## config.mk

```make
export PLATFORM = sky130hd
export DESIGN_NAME = istc_top
export DESIGN_NICKNAME = d
export VERILOG_FILES = /design/src/istc_cycle_timer.v /design/src/istc_top.v
export VERILOG_INCLUDE_DIRS = /design/src
export SDC_FILE = /design/constraint.sdc
export NUM_CORES = 1
export LEC_CHECK = 0
export ABC_CLOCK_PERIOD_IN_PS = 8860
export BUFFER_PORTS_ARGS = -buffer_cell sky130_fd_sc_hd__buf_2
export CAP_MARGIN = 20
export CORE_MARGIN = 2
export CORE_UTILIZATION = 50
export DETAILED_ROUTE_END_ITERATION = 8
export PLACE_DENSITY_LB_ADDON = 0.2
export REMOVE_ABC_BUFFERS = 1
export SYNTH_ARGS = -nofsm -noshare
export SYNTH_HDL_FRONTEND = slang
export SYNTH_SLANG_ARGS = --single-unit
```

## constraint.sdc

```tcl
create_clock -name i_mclk -period 8.86 [get_ports i_mclk]
set_input_delay 2.658 -clock i_mclk [delete_from_list [all_inputs] [get_ports i_mclk]]
set_output_delay 2.658 -clock i_mclk [all_outputs]
set_load 0.02 [all_outputs]
```

## src/istc_consts.vh

```
// Constants for the image stamp and trigger counter block
`ifndef ISTC_CONSTS_VH
`define ISTC_CONSTS_VH

// Register byte offsets on the APB
`define ISTC_OFS_META_CTRL   12'h000
`define ISTC_OFS_COUNT_CTRL  12'h004
`define ISTC_OFS_COUNT_CMD   12'h008
`define ISTC_OFS_STAMP_NOW   12'h00C
`define ISTC_OFS_COUNT_NOW   12'h010
`define ISTC_OFS_STAMP_IMG   12'h014
`define ISTC_OFS_COUNT_IMG   12'h018
`define ISTC_OFS_STATUS      12'h01C

// Metadata control fields
`define ISTC_BIT_GLOBAL_ON   0
`define ISTC_BIT_KIND_SEL    4
`define ISTC_BIT_STAMP_ON    8
`define ISTC_BIT_TRIG_ON     9
`define ISTC_KIND_STAMP      1'b0
`define ISTC_KIND_TRIG       1'b1

// Counter control fields
`define ISTC_BIT_SLOT_LO     0
`define ISTC_BIT_SLOT_HI     1
`define ISTC_BIT_CAUSE_LO    4
`define ISTC_BIT_CAUSE_HI    5
`define ISTC_BIT_CLR_LO      8
`define ISTC_BIT_CLR_HI      9
`define ISTC_BIT_FREE_RUN    12
`define ISTC_SLOT_ONE        2'h1
`define ISTC_CAUSE_ACQ_TRIG  2'h1
`define ISTC_CLR_OFF         2'h0
`define ISTC_CLR_PIN_ONE     2'h1
`define ISTC_CLR_PIN_TWO     2'h2
`define ISTC_CLR_SOFTWARE    2'h3

// Counter reset value and first count value
`define ISTC_RST_COUNT       32'h0000_0000
`define ISTC_COUNT_FIRST     32'h0000_0001

// Time stamp field layout and wrap points
`define ISTC_SEC_LSB         0
`define ISTC_CYC_LSB         7
`define ISTC_OFF_LSB         20
`define ISTC_SEC_MAX         7'h7F
`define ISTC_CYC_MAX         13'h1F3F
`define ISTC_OFF_MAX         12'hBFF

// Offset tick phase accumulator: 24.576 MHz from 125 MHz = 3072/15625
`define ISTC_ACC_INC         14'h0C00
`define ISTC_ACC_MOD         14'h3D09
`endif

```

## src/istc_cycle_timer.v

```verilog
// Bus cycle timer producing the 32-bit time stamp value
`timescale 1ns/1ns
`include "istc_consts.vh"
module istc_cycle_timer (
  input  wire        i_mclk,
  input  wire        i_sys_rst,
  output wire [31:0] o_stamp
);
  reg  [13:0] acc_q;
  reg  [11:0] off_q;
  reg  [12:0] cyc_q;
  reg  [6:0]  sec_q;
  wire [14:0] acc_sum = {1'b0, acc_q} + {1'b0, `ISTC_ACC_INC};
  wire        tick    = (acc_sum >= {1'b0, `ISTC_ACC_MOD});
  wire        off_wrap = tick && (off_q == `ISTC_OFF_MAX);
  wire        cyc_wrap = off_wrap && (cyc_q == `ISTC_CYC_MAX);

  // Fractional divider gives an average 24.576 MHz tick; jitter is one mclk
  always @(posedge i_mclk or posedge i_sys_rst) begin
    if (i_sys_rst) begin
      acc_q <= 14'h0000;
      off_q <= 12'h000;
      cyc_q <= 13'h0000;
      sec_q <= 7'h00;
    end else begin
      acc_q <= tick ? acc_sum[13:0] - `ISTC_ACC_MOD : acc_sum[13:0];
      if (tick)
        off_q <= off_wrap ? 12'h000 : off_q + 12'h001;
      if (off_wrap)
        cyc_q <= cyc_wrap ? 13'h0000 : cyc_q + 13'h0001;
      if (cyc_wrap)
        sec_q <= sec_q + 7'h01;
    end
  end

  assign o_stamp = {off_q, cyc_q, sec_q};
endmodule

```

## src/istc_top.v

```verilog
// Image time stamp and trigger counter with APB registers
//
// Overview of operation
// Capture 32-bit stamp at acquisition trigger
// Bits 0-6 seconds, wrap after 127
// Bits 7-19 bus cycles, wrap 7999, carry
// Bits 20-31 count 24.576 MHz, wrap 3071
// Stamp counters restart from zero at reset
// Global flag gates every metadata kind
// Select kind, enable, then append each image
// Append trigger count value with its image
// Trigger counter starts at 1, increments
// Counter wraps to 0 after maximum
// Count every trigger, framed or not
// No trigger count in free-run mode
// Counter clears to 0 on power loss
// Host picks slot one, trigger source first
// Clear cause: pin one, two, software, off
// Clear cause defaults to off
// Software clear command clears counter
// Pin clear synchronised, acts on rising edge
`timescale 1ns/1ns
`include "istc_consts.vh"
module istc_top (
  input  wire        i_mclk,
  input  wire        i_sys_rst,
  input  wire        i_psel,
  input  wire        i_penable,
  input  wire        i_pwrite,
  input  wire [11:0] i_paddr,
  input  wire [31:0] i_pwdata,
  output wire        o_pready,
  output wire        o_pslverr,
  output reg  [31:0] o_prdata,
  input  wire        i_acq_trigger,
  input  wire        i_frame_made,
  input  wire        i_input_pin_one,
  input  wire        i_input_pin_two,
  output reg         o_meta_valid,
  output reg         o_stamp_present,
  output reg         o_count_present,
  output reg  [31:0] o_stamp_value_field,
  output reg  [31:0] o_trig_count_field
);
  // Control registers
  reg         metadata_global_on_q;
  reg         metadata_kind_select_q;
  reg  [1:0]  metadata_kind_on_q;
  reg  [1:0]  count_slot_select_q;
  reg  [1:0]  count_increment_cause_q;
  reg  [1:0]  count_clear_cause_q;
  reg         free_run_q;
  reg  [31:0] count_q;
  reg  [31:0] count_d;
  reg         pin1_s1_q;
  reg         pin1_s2_q;
  reg         pin1_s3_q;
  reg         pin2_s1_q;
  reg         pin2_s2_q;
  reg         pin2_s3_q;
  reg         frame_q;
  wire [31:0] stamp_now;
  wire        wr_en;
  wire        rd_en;
  wire        sw_clear;
  wire        pin_clear;
  wire        count_armed;
  wire        trig_counts;
  wire        stamp_en;
  wire        trig_en;
  reg         addr_ok;

  istc_cycle_timer u_timer (
    .i_mclk    (i_mclk),
    .i_sys_rst (i_sys_rst),
    .o_stamp   (stamp_now)
  );

  // APB: zero wait state, every access completes in its access cycle
  assign o_pready  = 1'b1;
  assign wr_en     = i_psel & i_penable & i_pwrite;
  assign rd_en     = i_psel & ~i_pwrite;
  assign o_pslverr = i_psel & i_penable & ~addr_ok;

  // Address decode; unmapped offsets answer with an error
  always @* begin
    case (i_paddr)
      `ISTC_OFS_META_CTRL,
      `ISTC_OFS_COUNT_CTRL,
      `ISTC_OFS_COUNT_CMD,
      `ISTC_OFS_STAMP_NOW,
      `ISTC_OFS_COUNT_NOW,
      `ISTC_OFS_STAMP_IMG,
      `ISTC_OFS_COUNT_IMG,
      `ISTC_OFS_STATUS: addr_ok = 1'b1;
      default:          addr_ok = 1'b0;
    endcase
  end

  // Control register writes
  always @(posedge i_mclk or posedge i_sys_rst) begin
    if (i_sys_rst) begin
      metadata_global_on_q    <= 1'b0;
      metadata_kind_select_q  <= `ISTC_KIND_STAMP;
      metadata_kind_on_q      <= 2'b00;
      count_slot_select_q     <= `ISTC_SLOT_ONE;
      count_increment_cause_q <= `ISTC_CAUSE_ACQ_TRIG;
      count_clear_cause_q     <= `ISTC_CLR_OFF;
      free_run_q              <= 1'b0;
    end else if (wr_en && i_paddr == `ISTC_OFS_META_CTRL) begin
      metadata_global_on_q   <= i_pwdata[`ISTC_BIT_GLOBAL_ON];
      metadata_kind_select_q <= i_pwdata[`ISTC_BIT_KIND_SEL];
      if (!i_pwdata[`ISTC_BIT_GLOBAL_ON])
        metadata_kind_on_q <= 2'b00;
      else begin
        // Per-kind enable only accepted while global flag already set
        if (metadata_global_on_q) begin
          metadata_kind_on_q[0] <= i_pwdata[`ISTC_BIT_STAMP_ON];
          metadata_kind_on_q[1] <= i_pwdata[`ISTC_BIT_TRIG_ON];
        end
      end
    end else if (wr_en && i_paddr == `ISTC_OFS_COUNT_CTRL) begin
      count_slot_select_q     <= i_pwdata[`ISTC_BIT_SLOT_HI:`ISTC_BIT_SLOT_LO];
      count_increment_cause_q <= i_pwdata[`ISTC_BIT_CAUSE_HI:`ISTC_BIT_CAUSE_LO];
      free_run_q              <= i_pwdata[`ISTC_BIT_FREE_RUN];
      // Clear cause is only taken for slot one on the trigger event
      if (i_pwdata[`ISTC_BIT_SLOT_HI:`ISTC_BIT_SLOT_LO] == `ISTC_SLOT_ONE &&
          i_pwdata[`ISTC_BIT_CAUSE_HI:`ISTC_BIT_CAUSE_LO] == `ISTC_CAUSE_ACQ_TRIG)
        count_clear_cause_q <= i_pwdata[`ISTC_BIT_CLR_HI:`ISTC_BIT_CLR_LO];
    end
  end

  // Two-flop synchronisers; third flop only feeds edge detection
  always @(posedge i_mclk or posedge i_sys_rst) begin
    if (i_sys_rst) begin
      pin1_s1_q <= 1'b0;
      pin1_s2_q <= 1'b0;
      pin1_s3_q <= 1'b0;
      pin2_s1_q <= 1'b0;
      pin2_s2_q <= 1'b0;
      pin2_s3_q <= 1'b0;
    end else begin
      pin1_s1_q <= i_input_pin_one;
      pin1_s2_q <= pin1_s1_q;
      pin1_s3_q <= pin1_s2_q;
      pin2_s1_q <= i_input_pin_two;
      pin2_s2_q <= pin2_s1_q;
      pin2_s3_q <= pin2_s2_q;
    end
  end

  // Clear requests from the chosen source
  assign pin_clear = (count_clear_cause_q == `ISTC_CLR_PIN_ONE && pin1_s2_q && !pin1_s3_q) ||
                     (count_clear_cause_q == `ISTC_CLR_PIN_TWO && pin2_s2_q && !pin2_s3_q);
  assign sw_clear  = wr_en && i_paddr == `ISTC_OFS_COUNT_CMD && i_pwdata[0] &&
                     count_clear_cause_q == `ISTC_CLR_SOFTWARE;
  assign count_armed = (count_slot_select_q == `ISTC_SLOT_ONE) &&
                       (count_increment_cause_q == `ISTC_CAUSE_ACQ_TRIG);
  // Free run has no external trigger, so the counter holds
  assign trig_counts = i_acq_trigger && !free_run_q && count_armed;

  // Trigger counter next value; a trigger coinciding with a clear counts as 1
  always @* begin
    count_d = count_q;
    if (pin_clear || sw_clear)
      count_d = trig_counts ? `ISTC_COUNT_FIRST : `ISTC_RST_COUNT;
    else if (trig_counts)
      count_d = count_q + 32'h0000_0001;
  end

  always @(posedge i_mclk or posedge i_sys_rst) begin
    if (i_sys_rst)
      count_q <= `ISTC_RST_COUNT;
    else
      count_q <= count_d;
  end

  assign stamp_en = metadata_global_on_q & metadata_kind_on_q[0];
  assign trig_en  = metadata_global_on_q & metadata_kind_on_q[1] & ~free_run_q;

  // Per-image metadata latched at the acquisition trigger
  always @(posedge i_mclk or posedge i_sys_rst) begin
    if (i_sys_rst) begin
      o_meta_valid        <= 1'b0;
      o_stamp_present     <= 1'b0;
      o_count_present     <= 1'b0;
      o_stamp_value_field <= 32'h0000_0000;
      o_trig_count_field  <= 32'h0000_0000;
      frame_q             <= 1'b0;
    end else begin
      o_meta_valid <= i_acq_trigger;
      frame_q      <= i_frame_made;
      if (i_acq_trigger) begin
        o_stamp_present     <= stamp_en;
        o_count_present     <= trig_en;
        o_stamp_value_field <= stamp_en ? stamp_now : 32'h0000_0000;
        o_trig_count_field  <= trig_en ? count_d : 32'h0000_0000;
      end
    end
  end

  // Read mux, registered nothing: data is valid during the access cycle
  always @* begin
    o_prdata = 32'h0000_0000;
    if (rd_en) begin
      case (i_paddr)
        `ISTC_OFS_META_CTRL: begin
          o_prdata[`ISTC_BIT_GLOBAL_ON] = metadata_global_on_q;
          o_prdata[`ISTC_BIT_KIND_SEL]  = metadata_kind_select_q;
          o_prdata[`ISTC_BIT_STAMP_ON]  = metadata_kind_on_q[0];
          o_prdata[`ISTC_BIT_TRIG_ON]   = metadata_kind_on_q[1];
        end
        `ISTC_OFS_COUNT_CTRL: begin
          o_prdata[`ISTC_BIT_SLOT_HI:`ISTC_BIT_SLOT_LO]   = count_slot_select_q;
          o_prdata[`ISTC_BIT_CAUSE_HI:`ISTC_BIT_CAUSE_LO] = count_increment_cause_q;
          o_prdata[`ISTC_BIT_CLR_HI:`ISTC_BIT_CLR_LO]     = count_clear_cause_q;
          o_prdata[`ISTC_BIT_FREE_RUN]                    = free_run_q;
        end
        `ISTC_OFS_STAMP_NOW: o_prdata = stamp_now;
        `ISTC_OFS_COUNT_NOW: o_prdata = free_run_q ? 32'h0000_0000 : count_q;
        `ISTC_OFS_STAMP_IMG: o_prdata = o_stamp_value_field;
        `ISTC_OFS_COUNT_IMG: o_prdata = o_trig_count_field;
        `ISTC_OFS_STATUS: begin
          o_prdata[0] = o_stamp_present;
          o_prdata[1] = o_count_present;
          o_prdata[2] = frame_q;
        end
        default: o_prdata = 32'h0000_0000;
      endcase
    end
  end
endmodule

```

After elaboration in Yosys (flattened, before gate mapping)
Memories as Yosys holds them, arrays and structs flattened. Index checks and enable logic that the tools add are counted.

Equal/unequal tests: 17. Bitwise operators: 11. $add $sub $neg: 6. Reduce and logical (&&, ||, !) cells: 25. Order comparisons: 1. Mux-type cells: 24.

Operators with widths (count): $mux W32 (6); $pmux W19 S4 (1); $eq A12 B5 Y1 const B (4); $add A32 B1 Y32 const B (1); $eq A12 B4 Y1 const B (2); $pmux W2 S4 (2); $add A14 B12 Y15 const B (1); $ge A15 B14 Y1 const B (1); $logic_and A1 B1 Y1 (15); $pmux W1 S5 (3); $mux W14 (1); $sub A14 B14 Y14 const B (1); $add A13 B1 Y13 const B (1); $eq A13 B13 Y1 const B (1); $mux W13 (1); $add A12 B1 Y12 const B (1); $eq A12 B12 Y1 const B (1); $eq A12 B3 Y1 const B (1); $logic_not A12 Y1 (1); $mux W12 (1); $pmux W1 S6 (2); $pmux W2 S6 (1); $eq A2 B1 Y1 const B (5); $add A7 B1 Y7 const B (1); other kinds (13) (29).

Input bits: 53. Flip-flop bits (word level): 163. Bits in read-only memories: 32. Memories kept: 1. Output and inout bits: 101. Logic and storage cells: 109.

Memory list: (name not given) (depth 32, bits a word 1, rd ports 1, clocked after Yosys merged registers in 0, wr ports 0, RTL line istc_top.v:87) `case (i_paddr)`.

Logic depth before layout (Yosys ltp)
Depth in word-level cells: 8. Depth in mapped cells: 8. Gate-level depth less buffers: 7.

Cells and area by module
A second synthesis with hierarchy kept.

Cell total of the unflattened synthesis: 821. Area total of the unflattened synthesis: 8491.9 um^2.

Modules (own cells, without submodules): istc_top (seq. area each 2930.3 um^2, times used 1, area each 5953.2 um^2, cells each 569); istc_cycle_timer (seq. area each 1151.1 um^2, times used 1, area each 2538.7 um^2, cells each 252).

Least setup slack after synthesis
No wires, ideal clock.

Kind: input to output. From: in i_paddr[9]. To: out o_prdata[0]. Required time: 6.202 ns. Buffers on the path: 2. Arrival: 4.850 ns. Setup slack: 1.352 ns. Cell stages on the path: 7. Cells stage by stage: or4_1 or4_1 buf_2 nor3_1 buf_2 a222oi_1 a21oi_1.

Cells in the longest elaborated chain, start to end: 3. Elaborated cells between the ends (all ways): 9. Classes of those cells: 6 x eq/ne; 2 x mux; 1 x reduce/logical.

RTL lines: start: declaration (RTL line istc_top.v:30) `input wire [11:0] i_paddr,`; $eq A12 B5 Y1, or another cell as far along (RTL line istc_top.v:206) `case (i_paddr)`; $pmux W1 S7 (*) (RTL line istc_top.v:206); $mux W32 (*) (RTL line istc_top.v:205) `if (rd_en) begin`; end: declaration (RTL line istc_top.v:34) `output reg [31:0] o_prdata,`.

Every way passes the cells marked *; elsewhere a longest branch is shown, timed or not.

Worst setup path after layout
From: in i_paddr[9]. To: out o_prdata[29].

Cells in the longest elaborated chain, start to end: 3. Elaborated cells between the ends (all ways): 6. Classes of those cells: 4 x eq/ne; 2 x mux.

RTL lines (RTL line): $eq A12 B5 Y1 / $eq A12 B4 Y1 (equally long branches) (istc_top.v:206); $pmux W19 S4 (*) (istc_top.v:206); $mux W32 (*) (istc_top.v:205).

Marked as above.

==> flow_summary_export.csv <==
group,metric,value,unit
sta,finalClockSkew,0.0109,ns
setup_path,rr_startpoint,"u_timer.acc_q[10]$_DFF_PP0_",
global_routing,grt_usage,27.0,%
final_layout,seqCellArea,4080,um2
power_and_ir_drop,power.density,163,nW/um2
synthesis,synthesis.area,8160,um2
global_routing,grt_pass1_wl,37500,um
clocking,ctsHtreeMaxLevel,4,
synthesis,yosysTopAreaCell,"dfrtp_1",
global_routing,grt_overflow,0,
synthesis,yosys-top-cells-count,"dfrtp_1 (161), nand2_1 (68), nor2_1 (61), clkbuf_1 (39), a21oi_1 (36)",
sta,hold_viol_final,0,
clocking,cts_num_sinks,163,
final_layout,n_antenna_cell,0,
clocking,insertion_delay,0.43,ns
clocking,clkTransAtPathRegs,0.06,ns
final_layout,drive_gt1_share,22.1,%
synthesis,synth_top_family_by_area,"compound AO/OA/AOI/OAI gates",
final_layout,fin_nets,963,
final_layout,final_cells,1131,
power_and_ir_drop,p_leak,4.35,nW
synthesis,synth_xor_area_share,6.23,%
run_status,violations,"DRC",
synthesis,synth_top_area_share,49.4,%
placement,io_buffers,127,
sta,holdWs,0.351,ns
route,ant_nets,0,
clocking,clock_path_buffers,2,
placement,place_inst,1097,
clocking,cts_resized,0,
route,wl_per_cell,20.4,um
sta,finalSetupTns,0,ns
synthesis,postSynthAreaPerCell,10.3,um2
final_layout,multi_input_area,3820,um2
floorplanning,ios,154,
setup_path,required,6.20,ns
global_routing,grt_max_degree,100,
sta,slew_headroom,39.3,%
setup_path,r2r-end,"u_timer.sec_q[1]$_DFFE_PP0P_",
min_path,min_path_type,"flip-flop to flip-flop",
placement,place.gp.congestion,0.937,
sta,setup_viol,0,
setup_path,crit_end,"o_prdata[29]",
synthesis,synth_mux_area_share,2.70,%
final_layout,utilization,60.6,%
sta,worstMarginPinSlew,0.898,ns
final_layout,synthToLayoutAreaGrowth,18.4,%
floorplanning,die_area,17400,um2
route,drcViolationCount,2,
clocking,cts_tree,"yes",
synthesis,synth_compound_area_share,18.4,%
setup_path,critPathMaxFanout,22,
synthesis,synthArstFlopShare,100,%
synthesis,yosysWarnings,0,
setup_path,rrSetupSlack,5.81,ns
placement,hpwlAfterDp,15400,um
setup_path,cp-startpoint,"i_paddr[9]",
setup_path,cp_data_arrival_time,5.23,ns
synthesis,synthSimpleGateAreaFrac,17.9,%
synthesis,ys_seq_area_share,50.0,%
synthesis,ys.flop_type,"dfrtp_1",
sta,fmax,0.127,GHz
route,dr.pass1.iters,9,
floorplanning,die_w,132,um
sta,rsz0062_at_grt,"false",
clocking,numCtsBuffers,17,
floorplanning,start_util,51.2,%
global_routing,antenna_found_initial,0,
run_status,outcome,"finished with violations",
setup_path,reg2regPathDepth,7,
sta,drv_slew,0,
setup_path,start_kind,"input pin",
synthesis,yosysMostFrequentCell,"dfrtp_1",
synthesis,synthAdderAreaFrac,1.23,%
route,drt_wl_total,23100,um
floorplanning,core.rowCount,46,
clocking,cts_hold_buf,0,
synthesis,synth_edf_count,0,
synthesis,ys_types,65,
power_and_ir_drop,p_total,1.57,mW
route,viasPerCell,6.33,
global_routing,grt_pass1_vias,6897,
synthesis,synth_area_leaders,"dfrtp_1 (49%), a222oi_1 (3.8%), a22o_1 (3.8%), o2bb2ai_1 (3.2%), xnor2_1 (3.2%)",
sta,min_period,7.89,ns
setup_path,crit_type,"input pin to output port",
clocking,cts-root-buf,"clkbuf_16",
route,drt_iter0_drc,868,
sta,finalCritPeriodShare,89.1,%
synthesis,synthesis.instances,793,
clocking,cts_setup_buffers,0,
run,max-cap-violations,0,
floorplanning,die_h,132,um
final_layout,fillers,1407,
synthesis,synth-seq-cells,163,
power_and_ir_drop,ir_drop,0.131,mV
floorplanning,coreArea,15900,um2
setup_path,cp-end-kind,"output port",
route,vias,7154,
## cell families after synthesis
logic type | count (synthesis)
simple gates | 279
compound gates | 193
flops | 163
buf+inv | 71
xor+xnor | 58
mux | 20
fa+ha+maj | 8
other cells | 1
## how the worst min path moves through the flow
stage                     cells past startpoint  slack (ns)                 from                   to
after floorplan                               0        0.33  pin1_s1_q$_DFF_PP0_  pin1_s2_q$_DFF_PP0_
after CTS                                     0        0.36  pin1_s1_q$_DFF_PP0_  pin1_s2_q$_DFF_PP0_
after global routing                          0        0.37  pin2_s1_q$_DFF_PP0_  pin2_s2_q$_DFF_PP0_
after global placement                        0        0.34  pin2_s1_q$_DFF_PP0_  pin2_s2_q$_DFF_PP0_
after detailed placement                      0        0.34  pin1_s1_q$_DFF_PP0_  pin1_s2_q$_DFF_PP0_
final                                         0        0.35  pin1_s1_q$_DFF_PP0_  pin1_s2_q$_DFF_PP0_
## sequential cells by signal, indices dropped and copies added, names as in the netlist, 2 cells and up
signal	flops
count_q	32
o_stamp_value_field	32
o_trig_count_field	32
u_timer.acc_q	14
u_timer.cyc_q	13
u_timer.off_q	12
u_timer.sec_q	7
count_clear_cause_q	2
count_increment_cause_q	2
count_slot_select_q	2
metadata_kind_on_q	2
## power breakdown
| group | internal (mW) | switching (mW) | total (mW) |
|---|---|---|---|
| combinational | 0.00870 | 0.0306 | 0.0393 |
| sequential | 0.746 | 0.000547 | 0.747 |
| clock | 0.480 | 0.305 | 0.785 |
| total | 1.24 | 0.336 | 1.57 |
## cells in the final DEF (no fill, tap or decap), types with 10 or more instances in the layout
cell type	netlist	layout
nor3_1	21	20
a21oi_1	36	36
buf_4	1	13
nand3_1	29	29
a22o_1	35	35
xnor2_1	30	30
buf_2	7	127
nand4_1	21	21
o21ai_0	16	16
a222oi_1	31	31
dfrtp_1	161	161
inv_1	18	17
and3_1	10	10
nor4_1	16	15
xor2_1	28	28
clkbuf_16	0	17
nor2_1	61	61
mux2_2	14	14
nand2_1	68	68
o2bb2ai_1	30	30
## through the flow
stage               instance area, um2  worst slack (ns)
floorplan                         7950           -0.0157
global placement                  8980              1.06
detailed placement                9000             0.992
CTS                               9620             0.977
global route                      9660             0.820
finish                            9660             0.968
## metal layers
layer / part of all wire [%] / global-route usage [%] / routed length (um)
met3: 7.2 / 4.46 / 1670
met4: 2.0 / 9.84 / 464
met1: 43 / 37.9 / 9990
met2: 48 / 42.6 / 11000
met5: 0 / 0 / 0
## layout make-up
cell class	instances	share of cell area [%]
Inverter	19	0.790
Tap cell	216	2.80
Clock inverter	12	1.87
Multi-Input combinational cell	559	39.6
Timing Repair Buffer	142	8.08
Sequential cell	163	42.3
Clock buffer	20	4.62
## critical path, cell delays in order
cell and delay [ns]:
buf_2 0.10, or4_1 0.54, nor4_2 0.66, and3_1 0.46, buf_4 0.35, nand2_1 0.09
a21oi_1 0.18, buf_2 0.19
(Power assumes the default switching activity.)
